**config.mk**
```make
export PLATFORM = sky130hd
export DESIGN_NAME = lmx_cfg_regs
export DESIGN_NICKNAME = d
export VERILOG_FILES = /design/src/hw/lmx_pkg.sv /design/src/hw/lmx_dim_timer.sv /design/src/hw/lmx_cfg_regs.sv
export SDC_FILE = /design/constraint.sdc
export NUM_CORES = 1
export LEC_CHECK = 0
export BUFFER_PORTS_ARGS = -buffer_cell sky130_fd_sc_hd__buf_2
export CAP_MARGIN = 20
export CORE_ASPECT_RATIO = 1.5
export CORE_MARGIN = 3
export CORE_UTILIZATION = 51
export CTS_BUF_LIST = sky130_fd_sc_hd__clkbuf_16
export DETAILED_ROUTE_END_ITERATION = 16
export GPL_ROUTABILITY_DRIVEN = 0
export PLACE_DENSITY = 0.79
export REMOVE_ABC_BUFFERS = 1
export SETUP_SLACK_MARGIN = 0.2
export SYNTH_ARGS = -nofsm -noshare
export SYNTH_HDL_FRONTEND = slang
export SYNTH_SLANG_ARGS = --single-unit
```
**constraint.sdc**
```tcl
create_clock -name CLOCK -period 2.2 [get_ports CLOCK]
set_input_delay 0.44 -clock CLOCK [delete_from_list [all_inputs] [get_ports CLOCK]]
set_output_delay 0.44 -clock CLOCK [all_outputs]
set_load 0.005 [all_outputs]
```
**src/hw/lmx_pkg.sv**
```systemverilog
// Package: register map, field layout, reset values and timing constants for the config bank
package lmx_pkg;

    // Register indices; the byte address on the bus is four times the index
    localparam logic [3:0] IDX_RUN_CTRL = 4'h1;  // Holds switching_run_enable
    localparam logic [3:0] IDX_GEN_CFG = 4'h2;   // general_config_clock_slew
    localparam logic [3:0] IDX_SHORT_TH = 4'h4;  // short_threshold_sw1_to_4
    localparam logic [3:0] IDX_STATUS = 4'h8;    // Block state readback
    localparam int ADDR_W = 6;                   // Byte address width
    localparam int DATA_W = 32;
    localparam int REG_W = 13;

    // Field positions in the first configuration register
    localparam int OPEN_TH_LSB = 7;
    localparam int SLOPE_LSB = 4;
    localparam int DIV_LSB = 2;
    localparam int CLK_SEL_LSB = 0;

    // Reset values of the fields
    localparam logic [1:0] OPEN_TH_RST = 2'h0;
    localparam logic [2:0] SLOPE_RST = 3'h7;
    localparam logic [1:0] DIV_RST = 2'h0;
    localparam logic [1:0] CLK_SEL_RST = 2'h0;
    localparam logic [2:0] SHORT_TH_RST = 3'h0;
    localparam int SHORT_TH_W = 3;
    localparam int NUM_SW = 4;

    // Dimming divider: shortest ratio 8,192 = 2^13, each code doubles it
    localparam int DIM_DIV_LOG2_BASE = 13;
    localparam int DIM_CNT_W = 16;

    // Clock source codes
    localparam logic [1:0] CLK_INT = 2'h0;
    localparam logic [1:0] CLK_INT_OUT = 2'h1;
    localparam logic [1:0] CLK_EXT = 2'h2;
    localparam logic [1:0] CLK_EXT_OUT = 2'h3;

    // Packed fields of the first configuration register
    typedef struct packed {
        logic [3:0] unused;
        logic [1:0] open_fault_threshold_sel;
        logic [2:0] gate_slope_sel;
        logic [1:0] dim_div_sel;
        logic [1:0] dim_clk_sel;
    } lmx_gen_cfg_t;

    // Packed thresholds of the second configuration register
    typedef struct packed {
        logic unused;
        logic [2:0] short_threshold_switch4;
        logic [2:0] short_threshold_switch3;
        logic [2:0] short_threshold_switch2;
        logic [2:0] short_threshold_switch1;
    } lmx_short_cfg_t;

    // Bus-side states
    typedef enum logic [0:0] {
        LMX_IDLE,
        LMX_DONE
    } lmx_bus_state_t;

endpackage : lmx_pkg

```
**src/hw/lmx_dim_timer.sv**
```systemverilog
// Dimming-period divider: one-cycle pulse every 2^(13+code) dimming clock ticks
`timescale 1ns/10ps
`default_nettype none
module lmx_dim_timer #(
    parameter int CNT_W = lmx_pkg::DIM_CNT_W
) (
    input wire logic clk,
    input wire logic rst_n,
    input wire logic run,
    input wire logic tick,
    input wire logic [1:0] div_sel,
    output logic period_pulse
);
    logic [CNT_W-1:0] cnt;        // Free count of dimming ticks
    logic [CNT_W-1:0] next_cnt;
    logic next_pulse;
    logic [CNT_W-1:0] last;       // Terminal value for the chosen ratio

    // Count ticks while running, hold at zero while stopped
    always_comb begin
        last = CNT_W'((32'h1 << (lmx_pkg::DIM_DIV_LOG2_BASE + int'(div_sel))) - 1);
        next_cnt = cnt;
        next_pulse = 1'b0;
        if (!run) begin
            next_cnt = '0;
        end else if (tick) begin
            if (cnt == last) begin
                next_cnt = '0;
                next_pulse = 1'b1;
            end else begin
                next_cnt = cnt + 1'b1;
            end
        end
    end

    // Register the counter and the pulse
    always_ff @(posedge clk or negedge rst_n) begin
        if (!rst_n) begin
            cnt <= '0;
            period_pulse <= 1'b0;
        end else begin
            cnt <= next_cnt;
            period_pulse <= next_pulse;
        end
    end
endmodule : lmx_dim_timer
`default_nettype wire

```
**src/hw/lmx_cfg_regs.sv**
```systemverilog
// Top: general configuration registers of the LED bypass matrix over Avalon-MM
//
// Chosen here: register access over Avalon-MM.
`timescale 1ns/10ps
`default_nettype none
module lmx_cfg_regs (
    input wire logic CLOCK,
    input wire logic RESET_N,
    input wire logic [lmx_pkg::ADDR_W-1:0] AVS_ADDRESS,
    input wire logic AVS_READ,
    input wire logic AVS_WRITE,
    input wire logic [lmx_pkg::DATA_W-1:0] AVS_WRITEDATA,
    input wire logic [3:0] AVS_BYTEENABLE,
    output logic [lmx_pkg::DATA_W-1:0] AVS_READDATA,
    output logic AVS_WAITREQUEST,
    output logic [1:0] AVS_RESPONSE,
    input wire logic EXTERNAL_DIM_CLOCK_INPUT,
    input wire logic INTERNAL_DIM_TICK,
    output logic DIM_CLOCK_OUTPUT,
    output logic SWITCHES_CLOSED,
    output logic DIM_PERIOD_PULSE,
    output logic [1:0] OPEN_FAULT_THRESHOLD_SEL,
    output logic [2:0] GATE_SLOPE_SEL,
    output logic [11:0] SHORT_THRESHOLD_CODES,
    output logic [7:0] SHORT_THRESHOLD_SWITCH1_DV,
    output logic WRITE_REFUSED
);
    lmx_pkg::lmx_gen_cfg_t gen_cfg;        // First configuration register
    lmx_pkg::lmx_gen_cfg_t next_gen_cfg;
    lmx_pkg::lmx_short_cfg_t short_cfg;    // Second configuration register
    lmx_pkg::lmx_short_cfg_t next_short_cfg;
    logic run_en;                          // switching_run_enable
    logic next_run_en;
    logic refused;                         // Sticky: a config write was dropped
    logic next_refused;
    lmx_pkg::lmx_bus_state_t state;
    lmx_pkg::lmx_bus_state_t next_state;
    logic [lmx_pkg::DATA_W-1:0] next_rdata;
    logic [1:0] next_resp;
    logic [3:0] idx;                       // Register index from byte address
    logic hit;                             // Address maps to a register
    logic ext_prev;                        // Previous external clock level
    logic next_ext_prev;
    logic dim_tick;                        // Selected dimming clock tick
    logic dim_pulse;
    logic clk_out;
    logic next_clk_out;
    logic [7:0] dv_lut [8];                // Short threshold in 0.1 V steps

    assign dv_lut = '{8'h0e, 8'h24, 8'h28, 8'h37, 8'h3c, 8'h42, 8'h48, 8'h4d};

    assign idx = AVS_ADDRESS[lmx_pkg::ADDR_W-1:2];
    assign hit = (idx == lmx_pkg::IDX_RUN_CTRL) || (idx == lmx_pkg::IDX_GEN_CFG) ||
                 (idx == lmx_pkg::IDX_SHORT_TH) || (idx == lmx_pkg::IDX_STATUS);

    // Bus state: accept in IDLE, answer with waitrequest low one cycle later
    always_comb begin
        next_state = state;
        next_gen_cfg = gen_cfg;
        next_short_cfg = short_cfg;
        next_run_en = run_en;
        next_refused = refused;
        next_rdata = AVS_READDATA;
        next_resp = AVS_RESPONSE;
        unique case (state)
            lmx_pkg::LMX_IDLE: begin
                if (AVS_READ || AVS_WRITE) begin
                    next_state = lmx_pkg::LMX_DONE;
                    next_rdata = '0;
                    next_resp = hit ? 2'h0 : 2'h3;
                    if (AVS_READ) begin
                        unique case (idx)
                            lmx_pkg::IDX_RUN_CTRL: next_rdata = {31'h0, run_en};
                            lmx_pkg::IDX_GEN_CFG: next_rdata = {19'h0, gen_cfg};
                            lmx_pkg::IDX_SHORT_TH: next_rdata = {19'h0, short_cfg};
                            lmx_pkg::IDX_STATUS: next_rdata = {30'h0, refused, run_en};
                            default: next_rdata = '0;
                        endcase
                    end else if (AVS_BYTEENABLE[0] || AVS_BYTEENABLE[1]) begin
                        unique case (idx)
                            lmx_pkg::IDX_RUN_CTRL: begin
                                if (AVS_BYTEENABLE[0]) begin
                                    next_run_en = AVS_WRITEDATA[0];
                                end
                            end
                            lmx_pkg::IDX_GEN_CFG: begin
                                if (run_en) begin
                                    next_refused = 1'b1;
                                end else begin
                                    next_gen_cfg = merge(gen_cfg, AVS_WRITEDATA[12:0]);
                                    next_gen_cfg.unused = '0;
                                end
                            end
                            lmx_pkg::IDX_SHORT_TH: begin
                                if (run_en) begin
                                    next_refused = 1'b1;
                                end else begin
                                    next_short_cfg = merge(short_cfg, AVS_WRITEDATA[12:0]);
                                    next_short_cfg.unused = 1'b0;
                                end
                            end
                            lmx_pkg::IDX_STATUS: begin
                                // Writing one to bit 1 clears the refused flag
                                if (AVS_BYTEENABLE[0] && AVS_WRITEDATA[1]) begin
                                    next_refused = 1'b0;
                                end
                            end
                            default: ;
                        endcase
                    end
                end
            end
            lmx_pkg::LMX_DONE: begin
                next_state = lmx_pkg::LMX_IDLE;
            end
        endcase
    end

    // Byte-lane merge of the 13-bit word
    function automatic logic [12:0] merge(input logic [12:0] old, input logic [12:0] wd);
        logic [12:0] res;
        res = old;
        if (AVS_BYTEENABLE[0]) begin
            res[7:0] = wd[7:0];
        end
        if (AVS_BYTEENABLE[1]) begin
            res[12:8] = wd[12:8];
        end
        return res;
    endfunction : merge

    // Register file and bus answer
    always_ff @(posedge CLOCK or negedge RESET_N) begin
        if (!RESET_N) begin
            state <= lmx_pkg::LMX_IDLE;
            gen_cfg <= {4'h0, lmx_pkg::OPEN_TH_RST, lmx_pkg::SLOPE_RST,
                        lmx_pkg::DIV_RST, lmx_pkg::CLK_SEL_RST};
            short_cfg <= {1'b0, {lmx_pkg::NUM_SW{lmx_pkg::SHORT_TH_RST}}};
            run_en <= 1'b0;
            refused <= 1'b0;
            AVS_READDATA <= '0;
            AVS_RESPONSE <= 2'h0;
        end else begin
            state <= next_state;
            gen_cfg <= next_gen_cfg;
            short_cfg <= next_short_cfg;
            run_en <= next_run_en;
            refused <= next_refused;
            AVS_READDATA <= next_rdata;
            AVS_RESPONSE <= next_resp;
        end
    end

    // Waitrequest low only in the answer cycle; high at rest so no request slips by
    always_ff @(posedge CLOCK or negedge RESET_N) begin
        if (!RESET_N) begin
            AVS_WAITREQUEST <= 1'b1;
        end else begin
            AVS_WAITREQUEST <= !(next_state == lmx_pkg::LMX_DONE);
        end
    end

    // Dimming clock select: external pin rising edges or internal tick
    always_comb begin
        next_ext_prev = EXTERNAL_DIM_CLOCK_INPUT;
        dim_tick = gen_cfg.dim_clk_sel[1] ? (EXTERNAL_DIM_CLOCK_INPUT && !ext_prev)
                                          : INTERNAL_DIM_TICK;
        // bit 0 enables the pin output: external clock level, or a toggle on each internal tick
        next_clk_out = gen_cfg.dim_clk_sel[0] ?
                       (gen_cfg.dim_clk_sel[1] ? EXTERNAL_DIM_CLOCK_INPUT
                                               : (clk_out ^ INTERNAL_DIM_TICK)) : 1'b0;
    end

    // Pin sampling and clock output
    always_ff @(posedge CLOCK or negedge RESET_N) begin
        if (!RESET_N) begin
            ext_prev <= 1'b0;
            clk_out <= 1'b0;
        end else begin
            ext_prev <= next_ext_prev;
            clk_out <= next_clk_out;
        end
    end

    // Dimming period divider
    lmx_dim_timer #(
        .CNT_W(lmx_pkg::DIM_CNT_W)
    ) u_timer (
        .clk(CLOCK),
        .rst_n(RESET_N),
        .run(run_en),
        .tick(dim_tick),
        .div_sel(gen_cfg.dim_div_sel),
        .period_pulse(dim_pulse)
    );

    // Registered outputs to the analog side
    always_ff @(posedge CLOCK or negedge RESET_N) begin
        if (!RESET_N) begin
            DIM_CLOCK_OUTPUT <= 1'b0;
            SWITCHES_CLOSED <= 1'b1;
            DIM_PERIOD_PULSE <= 1'b0;
            OPEN_FAULT_THRESHOLD_SEL <= lmx_pkg::OPEN_TH_RST;
            GATE_SLOPE_SEL <= lmx_pkg::SLOPE_RST;
            SHORT_THRESHOLD_CODES <= '0;
            SHORT_THRESHOLD_SWITCH1_DV <= 8'h0e;
            WRITE_REFUSED <= 1'b0;
        end else begin
            DIM_CLOCK_OUTPUT <= clk_out;
            SWITCHES_CLOSED <= !run_en;
            DIM_PERIOD_PULSE <= dim_pulse;
            OPEN_FAULT_THRESHOLD_SEL <= gen_cfg.open_fault_threshold_sel;
            GATE_SLOPE_SEL <= gen_cfg.gate_slope_sel;
            SHORT_THRESHOLD_CODES <= short_cfg[11:0];
            SHORT_THRESHOLD_SWITCH1_DV <= dv_lut[short_cfg.short_threshold_switch1];
            WRITE_REFUSED <= refused;
        end
    end
endmodule : lmx_cfg_regs
`default_nettype wire

```
; After elaboration in Yosys (flattened, before gate mapping)
; Memories as Yosys holds them, arrays and structs flattened. A register that Yosys moved wholly into a read port is not among the register bits.
; Cells that the tools add are included.
[word_totals]
regBits = 99
romBits = 64
input_bits = 48
output_inout_bits = 64
elab_cells = 82
n_memories = 1
[memory_table]
columns = name, depth, word_bits, read_ports, rd_ports_with_merged_regs, write_ports, line
row1 = (no name shown), 8, 8, 1, 1, 0, lmx_cfg_regs.sv:215  ; SHORT_THRESHOLD_SWITCH1_DV <= dv_lut[short_cfg.short_threshold_switch1];
[op_classes]
add_sub_neg = 3
eq_ne = 8
shifts = 1
n_mux = 17
n_bitwise = 5
n_reduce_logical = 20
[op_table]
columns = operator, count
row1 = two-way mux 16 bit, 3
row2 = one-hot mux 12 bit (4 select lines), 1
row3 = AND reduction 7 bit, 5
row4 = left shift 1 x 32 -> 16 bit (first input constant), 1
row5 = adder 16 x 1 -> 16 bit (second input constant), 1
row6 = equality test 16 bit, 1
row7 = subtractor 16 x 1 -> 16 bit (second input constant), 1
row8 = two-way mux 12 bit, 1
row9 = two-way mux 1 bit, 9
row10 = != test 2 x 1 -> 1 bit (second input constant), 3
row11 = AND reduction 6 bit, 1
row12 = adder 4 x 2 -> 5 bit (first input constant), 1
row13 = logical OR 1 bit, 5
row14 = equality test 4 x 1 -> 1 bit (second input constant), 1
row15 = equality test 4 x 2 -> 1 bit (second input constant), 1
row16 = equality test 4 x 3 -> 1 bit (second input constant), 1
row17 = equality test 4 bit (second input constant), 1
row18 = logical NOT 1 bit, 4
row19 = inverter 3 -> 4 bit, 1
row20 = one-hot mux 1 bit (2 select lines), 2
row21 = inverter 1 bit, 3
row22 = logical AND 1 bit, 2
row23 = two-way mux 2 bit, 1
row24 = AND reduction 2 bit, 1
row25 = 3 further kinds, 3

; Longest topological paths before layout
; Gate-level depths: netlist of the first run.
[depth]
depth_word = 7
ltp_mapped = 6
mapped_depth_nobuf = 5

; By module
; A second synthesis of the first run with hierarchy kept.
[hier_totals]
cells_unflattened = 311
area_unflattened_um2 = 3702.3
[modules_own_cells]
columns = module, instances, cells_per_inst, area_each_um2, seq_area_each_um2
row1 = lmx_cfg_regs, 1, 215, 2776.4, 1715.4
row2 = lmx_dim_timer, 1, 96, 925.9, 425.4

; Worst setup path before layout of the first run
; OpenSTA, ideal clock, no wires.
[synth_timing]
path_kind = input port to flip-flop
startpoint = input AVS_ADDRESS[2] in the netlist's numbering
endpoint = register gen_cfg[0] in the netlist's numbering
setup_ns = 0.125
t_arrival_ns = 1.696
required_time_ns = 2.075
path_slack_ns = 0.379
stages = 3
path_buffers = 0
cell_sequence = nor4b_1 nand3_1 mux2_2
[synth_between]
elab_chain_cells = 2
[synth_rtl]
columns = item, line
row1 = "start, declared", lmx_cfg_regs.sv:9  ; input wire logic [lmx_pkg::ADDR_W-1:0] AVS_ADDRESS,
row2 = equality test 4 x 2 -> 1 bit, lmx_cfg_regs.sv:80  ; unique case (idx)
row3 = AND reduction 7 bit (no source line), -
row4 = "end signal, assigned", lmx_cfg_regs.sv:136  ; gen_cfg <= {4'h0, lmx_pkg::OPEN_TH_RST, lmx_pkg::SLOPE_RST,
row5 = "end signal, assigned", lmx_cfg_regs.sv:145  ; gen_cfg <= next_gen_cfg;
row6 = "end, declared", lmx_cfg_regs.sv:28  ; lmx_pkg::lmx_gen_cfg_t gen_cfg;
; No other way between the ends.
; A chain may end at the register's enable or synchronous reset.

; Final worst setup path of the first run
[layout_timing]
startpoint = register state
endpoint = register short_cfg[3] in the netlist's numbering
[layout_between]
elab_chain_cells = 2
[layout_rtl]
columns = item, line
row1 = "start, declared", lmx_cfg_regs.sv:36  ; lmx_pkg::lmx_bus_state_t state;
row2 = "start signal, assigned", lmx_cfg_regs.sv:135  ; state <= lmx_pkg::LMX_IDLE;
row3 = "start signal, assigned", lmx_cfg_regs.sv:144  ; state <= next_state;
row4 = inverter 1 bit (no source line), -
row5 = AND reduction 7 bit (no source line), -
row6 = "end signal, assigned", lmx_cfg_regs.sv:138  ; short_cfg <= {1'b0, {lmx_pkg::NUM_SW{lmx_pkg::SHORT_TH_RST}}};
row7 = "end signal, assigned", lmx_cfg_regs.sv:146  ; short_cfg <= next_short_cfg;
row8 = "end, declared", lmx_cfg_regs.sv:30  ; lmx_pkg::lmx_short_cfg_t short_cfg;
; No other way between the ends.

==> results of run 1 <==
[per-layer routing]
layer  part of all wire  vias to the layer above  routed length, um  global-route usage
met5                  0                        -                  0                   0
li1                   -                     1205                  -                   -
met4              0.011                        0                 89              0.0688
met2               0.54                       62               4210               0.344
met3              0.043                        6                339              0.0640
met1               0.41                     1309               3200               0.255
[power breakdown]
part / total [mW] / leakage [nW] / internal [mW] / switching, mW
Combinational: 0.333 / 0.915 / 0.147 / 0.186
Sequential: 1.76 / 1.12 / 1.69 / 0.0706
Clock: 1.42 / 0.152 / 0.856 / 0.562
Total: 3.51 / 2.19 / 2.69 / 0.818
[state kept, by name, summed over array words and instances (netlist names), 2 cells and up]
name,flops
GATE_SLOPE_SEL,3
OPEN_FAULT_THRESHOLD_SEL,2
SHORT_THRESHOLD_SWITCH1_DV,7
gen_cfg,9
u_timer.cnt,16
AVS_READDATA,12
SHORT_THRESHOLD_CODES,12
short_cfg,12
[cells by family (layout without fill, tap and decap cells)]
logic type                 after synthesis  after routing  share of synthesized area
muxes                                   24             24                     0.0733
buffers and inverters                   46            114                     0.0699
AOI/OAI and AO/OA                       54             54                      0.114
DFF                                     85             85                      0.583
xor gates and xnor gates                 9              9                     0.0215
other                                    1             21                    0.00102
adders and majority gates                5              5                     0.0170
and+or+nand+nor                         73             73                      0.120
[timing repair]
| action | in CTS | in global routing |
|---|---|---|
| setup buffers | 0 | 1 |
| resized for setup | 0 | 6 |
| endpoints found under the setup margin | 0 | 16 |
| endpoints found under the hold margin | 0 | 0 |
[path summary, 6_finish.rpt]
path | startpoint | to | slack (ns) | cells past startpoint
max | state | short_cfg[3] | 0.30 | 5
min | RESET_N | SHORT_THRESHOLD_CODES[0] | 0.06 | 1
max in group asynchronous | RESET_N | SHORT_THRESHOLD_SWITCH1_DV[1] | 1.45 | 2
max reg2reg | state | short_cfg[3] | 0.30 | 5
min in group CLOCK | EXTERNAL_DIM_CLOCK_INPUT | ext_prev | 0.27 | 1
min reg2reg | u_timer.period_pulse | DIM_PERIOD_PULSE | 0.35 | 0
[cell usage after synthesis (all sizes together), types with 7 or more instances]
cell     n  share of area
nand2   11          0.011
mux2    23          0.071
a222oi   8          0.022
dfstp   11          0.079
nand3   12          0.016
clkbuf   8         0.0082
dfrtp   74           0.50
o21ai   13          0.018
buf     23          0.046
a211oi   7          0.014
nor3     8          0.011
inv     15          0.015
[worst register-to-register path: stages (launching register included)]
cell	delay (ns)
dfrtp_1	0.40
or3b_2	0.50
nor3_2	0.26
nand2_1	0.15
buf_4	0.19
mux2_2	0.28
[area by class of cell]
class | count | area (um^2)
Fill cell | 555 | 2540
Sequential cell | 85 | 2140
Multi-Input combinational cell | 186 | 1370
Timing Repair Buffer | 83 | 460
Clock buffer | 9 | 225
Tap cell | 78 | 97.6
Inverter | 15 | 56.3
Clock inverter | 7 | 53.8
==> impl_results.md, run 1 <==
- Run status: complete, no violations
- Max Clock Skew: 0.00767 ns
- Port bufs: 66
- Slew Viols, Final: 0
- Clk root buf: clkbuf_16
- Hold_ws: 0.0599 ns
- Syn Inst Count: 297
- GRT Overall Usage: 0.207
- PD cells: 797 mW/mm^2
- Most frequent cells in the layout: 73 x dfrtp_1, 65 x buf_2, 23 x mux2_2
- # hold bufs at CTS: 0
- Core region area: 0.00694 mm^2
- DR pass1 iterations: 4
- Wirelength per Cell: 16.9 um
- Sequential share of the synthesized area: 0.583
- Routed via count: 2582
- Slew HR: 0.556
- Die X: 75.3 um
- Worst path bufs/invs: 1
- Final WS setup: 0.298 ns
- # diodes: 0
- Post-Route WL: 7840 um
- MaxCap Viol Count: 0
- Yosys reg bits: 85
- Final hold vios: 0
- Crit path max fanout: 6
- Row count: 37
- CP required: 2.41 ns
- TNS Setup: 0 ns
- Avg Cell Area, Syn: 12.4 um^2
- Hpwl dp: 5680 um
- Slowest stage delay, CP: 0.50 ns
- Power after layout: 3.51 mW
- Worst-path clk slew: 0.06 ns
- Placed Cells: 446
- Cell Area, Synth: 0.00367 mm^2
- Initial drt markers: 173
- Clk_lat worst skew: 0.34 ns
- CTS sink cnt: 85
- Vias in the first global route: 2624
- Area grow syn2layout: 20.1%
- IO Pins: 112
- HP Class: primary input to asynchronous set/reset pin
- Detail Route Antenna Nets: 0
- CP Launch Type: flop
- Commonest non-fill, non-tap cell in the layout: dfrtp_1
- VDD IR max: 0.558 mV
- # setup viols final: 0
- H-Tree Depth: 3
- Initial antenna violation count: 0
- Starting density of the core: 0.529
- Worst setup EP type: flop
- Die Ht: 110 um
- CTS max path bufs: 2
- Vias per inst: 5.58
- CP max stage cell: or3b_2
- Top delay family on crit path: simple AND/OR/NAND/NOR gates
- Synth cell types: 52
- First-pass GRT wire length: 12700 um
- Total CTS buffers: 9
- Share of cells above drive strength 1: 0.374
- Fin crit share: 0.865
- Crit path cell chain: or3b_2, nor3_2, nand2_1, buf_4, mux2_2
- # DRC: 0
- Asr flop ratio synth: 1.00
- Final core utilization: 0.635
- Ys flop type: dfrtp_1
- Worst Tran Pin Value: 0.657 ns
- CTS tree: built
- RSZ-0062 raised after global routing: no
- Die area: 0.00827 mm^2
- Design area: 0.00441 mm^2
- FMAX: 0.526 GHz
- Setup slack at placement: 0.0569 ns
- Number of synthesized flops with an enable pin: 0
- Yosys warns: 0
- Layout Cells excl Fill: 463
- LEAKAGE: 2.19 nW
- Largest net degree at the start of global routing: 40
- Grt total ovfl: 0
- NumNets Final: 433
- Arr. time, crit path: 2.12 ns
- Placed Instance Area: 0.00410 mm^2
- Crit path kind: flop to flop
- Final Critical Period: 1.90 ns
Power figures use the tool's default switching activity.
==> run 2: changes to the inputs <==
--- a/config.mk
+++ b/config.mk
@@ -9,11 +9,10 @@
 export CAP_MARGIN = 20
 export CORE_ASPECT_RATIO = 1.5
 export CORE_MARGIN = 3
-export CORE_UTILIZATION = 51
+export CORE_UTILIZATION = 40
 export CTS_BUF_LIST = sky130_fd_sc_hd__clkbuf_16
 export DETAILED_ROUTE_END_ITERATION = 16
 export GPL_ROUTABILITY_DRIVEN = 0
-export PLACE_DENSITY = 0.79
 export REMOVE_ABC_BUFFERS = 1
 export SETUP_SLACK_MARGIN = 0.2
 export SYNTH_ARGS = -nofsm -noshare
==> impl_results.md, run 2 (synthesized netlist as in run 1, its figures left out) <==
- Number of flip-flops in the largest register: 16 (unchanged)
- GRT Overall Usage: 0.155 (-0.0526)
- FILL cells: 835 (+50%)
- Vias in the first global route: 2579 (-1.7%)
- MaxCap Viol Count: 0 (unchanged)
- Final core utilization: 0.499 (-0.135)
- Placed Instance Area: 0.00413 mm^2 (+0.73%)
- # DRC: 0 (unchanged)
- CTS sink cnt: 85 (unchanged)
- CP startpoint: u_timer.cnt[0]
- Row count: 42 (+14%)
- TNS Setup: 0 ns (unchanged)
- Commonest non-fill, non-tap cell in the layout: dfrtp_1
- Slew Viols, Final: 0 (unchanged)
- Postcts setup bufs: 0 (unchanged)
- Max Clock Skew: 0.00681 ns (-0.000860 ns)
- Die Ht: 123 um (+12%)
- Power after layout: 3.54 mW (+0.86%)
- Core region area: 0.00888 mm^2 (+28%)
- Clk_lat worst skew: 0.34 ns (about the same)
- LEAKAGE: 2.16 nW (-1.6%)
- # diodes: 0 (unchanged)
- IO Pins: 112 (unchanged)
- Area grow syn2layout: 20.8%
- Routed via count: 2512 (-2.7%)
- DR pass1 iterations: 6 (+2)
- Crit path kind: flop to flop
- First-pass GRT wire length: 12500 um (-1.3%)
- H-Tree Depth: 3 (unchanged)
- Die area: 0.0104 mm^2 (+26%)
- Worst setup EP type: flop
- Arr. time, crit path: 2.14 ns (+0.02 ns)
- Worst-path clk slew: 0.06 ns (about the same)
- CTS max path bufs: 2 (unchanged)
- Vias per inst: 5.12 (-8.3%)
- FF+latch area: 0.00214 mm^2 (about the same)
- # setup viols final: 0 (unchanged)
- FMAX: 0.526 GHz (about the same)
- Total CTS buffers: 9 (unchanged)
- CP Launch Type: flop
- Worst r2r src: u_timer.cnt[0]
- PD cells: 799 mW/mm^2 (+0.24%)
- Fin crit share: 0.864 (about the same)
- Final WS setup: 0.299 ns (+0.00117 ns)
- Port bufs: 66 (unchanged)
- Worst Tran Pin Value: 0.706 ns (+0.0493 ns)
- VDD IR max: 0.421 mV (-25%)
- Hpwl dp: 5350 um (-5.8%)
- CP required: 2.44 ns (+0.03 ns)
- Crit path max fanout: 6 (unchanged)
- Final hold vios: 0 (unchanged)
- Slew HR: 0.522 (-0.0334)
- Wirelength per Cell: 15.2 um (-10%)
- Most frequent cells in the layout: 72 x dfrtp_1, 65 x buf_2, 23 x mux2_2
- Starting density of the core: 0.413 (-0.115)
- Initial antenna violation count: 0 (unchanged)
- Grt total ovfl: 0 (unchanged)
- HP Class: primary input to asynchronous set/reset pin
- Multi-input gate area: 0.00136 mm^2 (-0.64%)
- Share of cells above drive strength 1: 0.373 (-0.00132)
- Final Critical Period: 1.90 ns (-0.00117 ns)
- Die X: 84.2 um (+12%)
- CTS tree: built
- Initial drt markers: 156 (-9.8%)
- Clk root buf: clkbuf_16
- # hold bufs at CTS: 0 (unchanged)
- NumNets Final: 429 (-0.92%)
- Detail Route Antenna Nets: 0 (unchanged)
- Design area: 0.00444 mm^2 (+0.62%)
- Largest register by flop count: u_timer.cnt
- Post-Route WL: 7480 um (-4.7%)
- Largest net degree at the start of global routing: 56 (+40%)
- Run status: complete, no violations
- Setup slack at placement: 0.200 ns (+0.143 ns)
- RSZ-0062 raised after global routing: no
run 2: layer usage:
metal	GRT usage	part of all wire	vias to the layer above
met5	0	0	-
met4	0.0694	0.017	0
met3	0.0460	0.060	8
met2	0.259	0.51	72
met1	0.184	0.41	1230
li1	-	-	1202
run 2: stage by stage:
step,hold WS [ns],instances
floorplan,0.144,286
global placement,0.333,475
detailed placement,0.337,475
CTS,0.0451,491
global route,0.0628,491
finish,0.0344,491
run 2: repair_timing:
item                                    4_1_cts  5_1_grt
resized for setup                             0        5
endpoints found under the hold margin         0        0
endpoints found under the setup margin        0       13
run 2: worst max-delay path, stage by stage, from the launching register on:
cell	delay, ns
dfrtp_1	0.41
ha_1	0.19
nand3_1	0.11
or4_4	0.48
or3_1	0.37
o31ai_1	0.24
run 2: path summary, 6_finish.rpt:
path                                    endpoint  depth (start not counted)  slack (ns)
worst max-delay path             u_timer.cnt[14]                          5        0.30
worst min-delay path               WRITE_REFUSED                          1        0.03
worst max register to register   u_timer.cnt[14]                          5        0.30
worst min register to register  DIM_PERIOD_PULSE                          0        0.35
max in group asynchronous             gen_cfg[4]                          2        1.50
min in group CLOCK                      ext_prev                          1        0.27
run 2: area by class of cell:
cell class / count / share of cell area
Clock buffer: 9 / 0.0508
Clock inverter: 7 / 0.0150
Inverter: 15 / 0.0127
Multi-Input combinational cell: 186 / 0.307
Sequential cell: 85 / 0.483
Tap cell: 110 / 0.0310
Timing Repair Buffer: 79 / 0.0999
run 2: power by group:
| group | total [mW] | switching (mW) | internal, mW |
|---|---|---|---|
| logic | 0.321 | 0.176 | 0.145 |
| registers | 1.76 | 0.0693 | 1.69 |
| clock network | 1.46 | 0.591 | 0.870 |
| total | 3.54 | 0.836 | 2.71 |
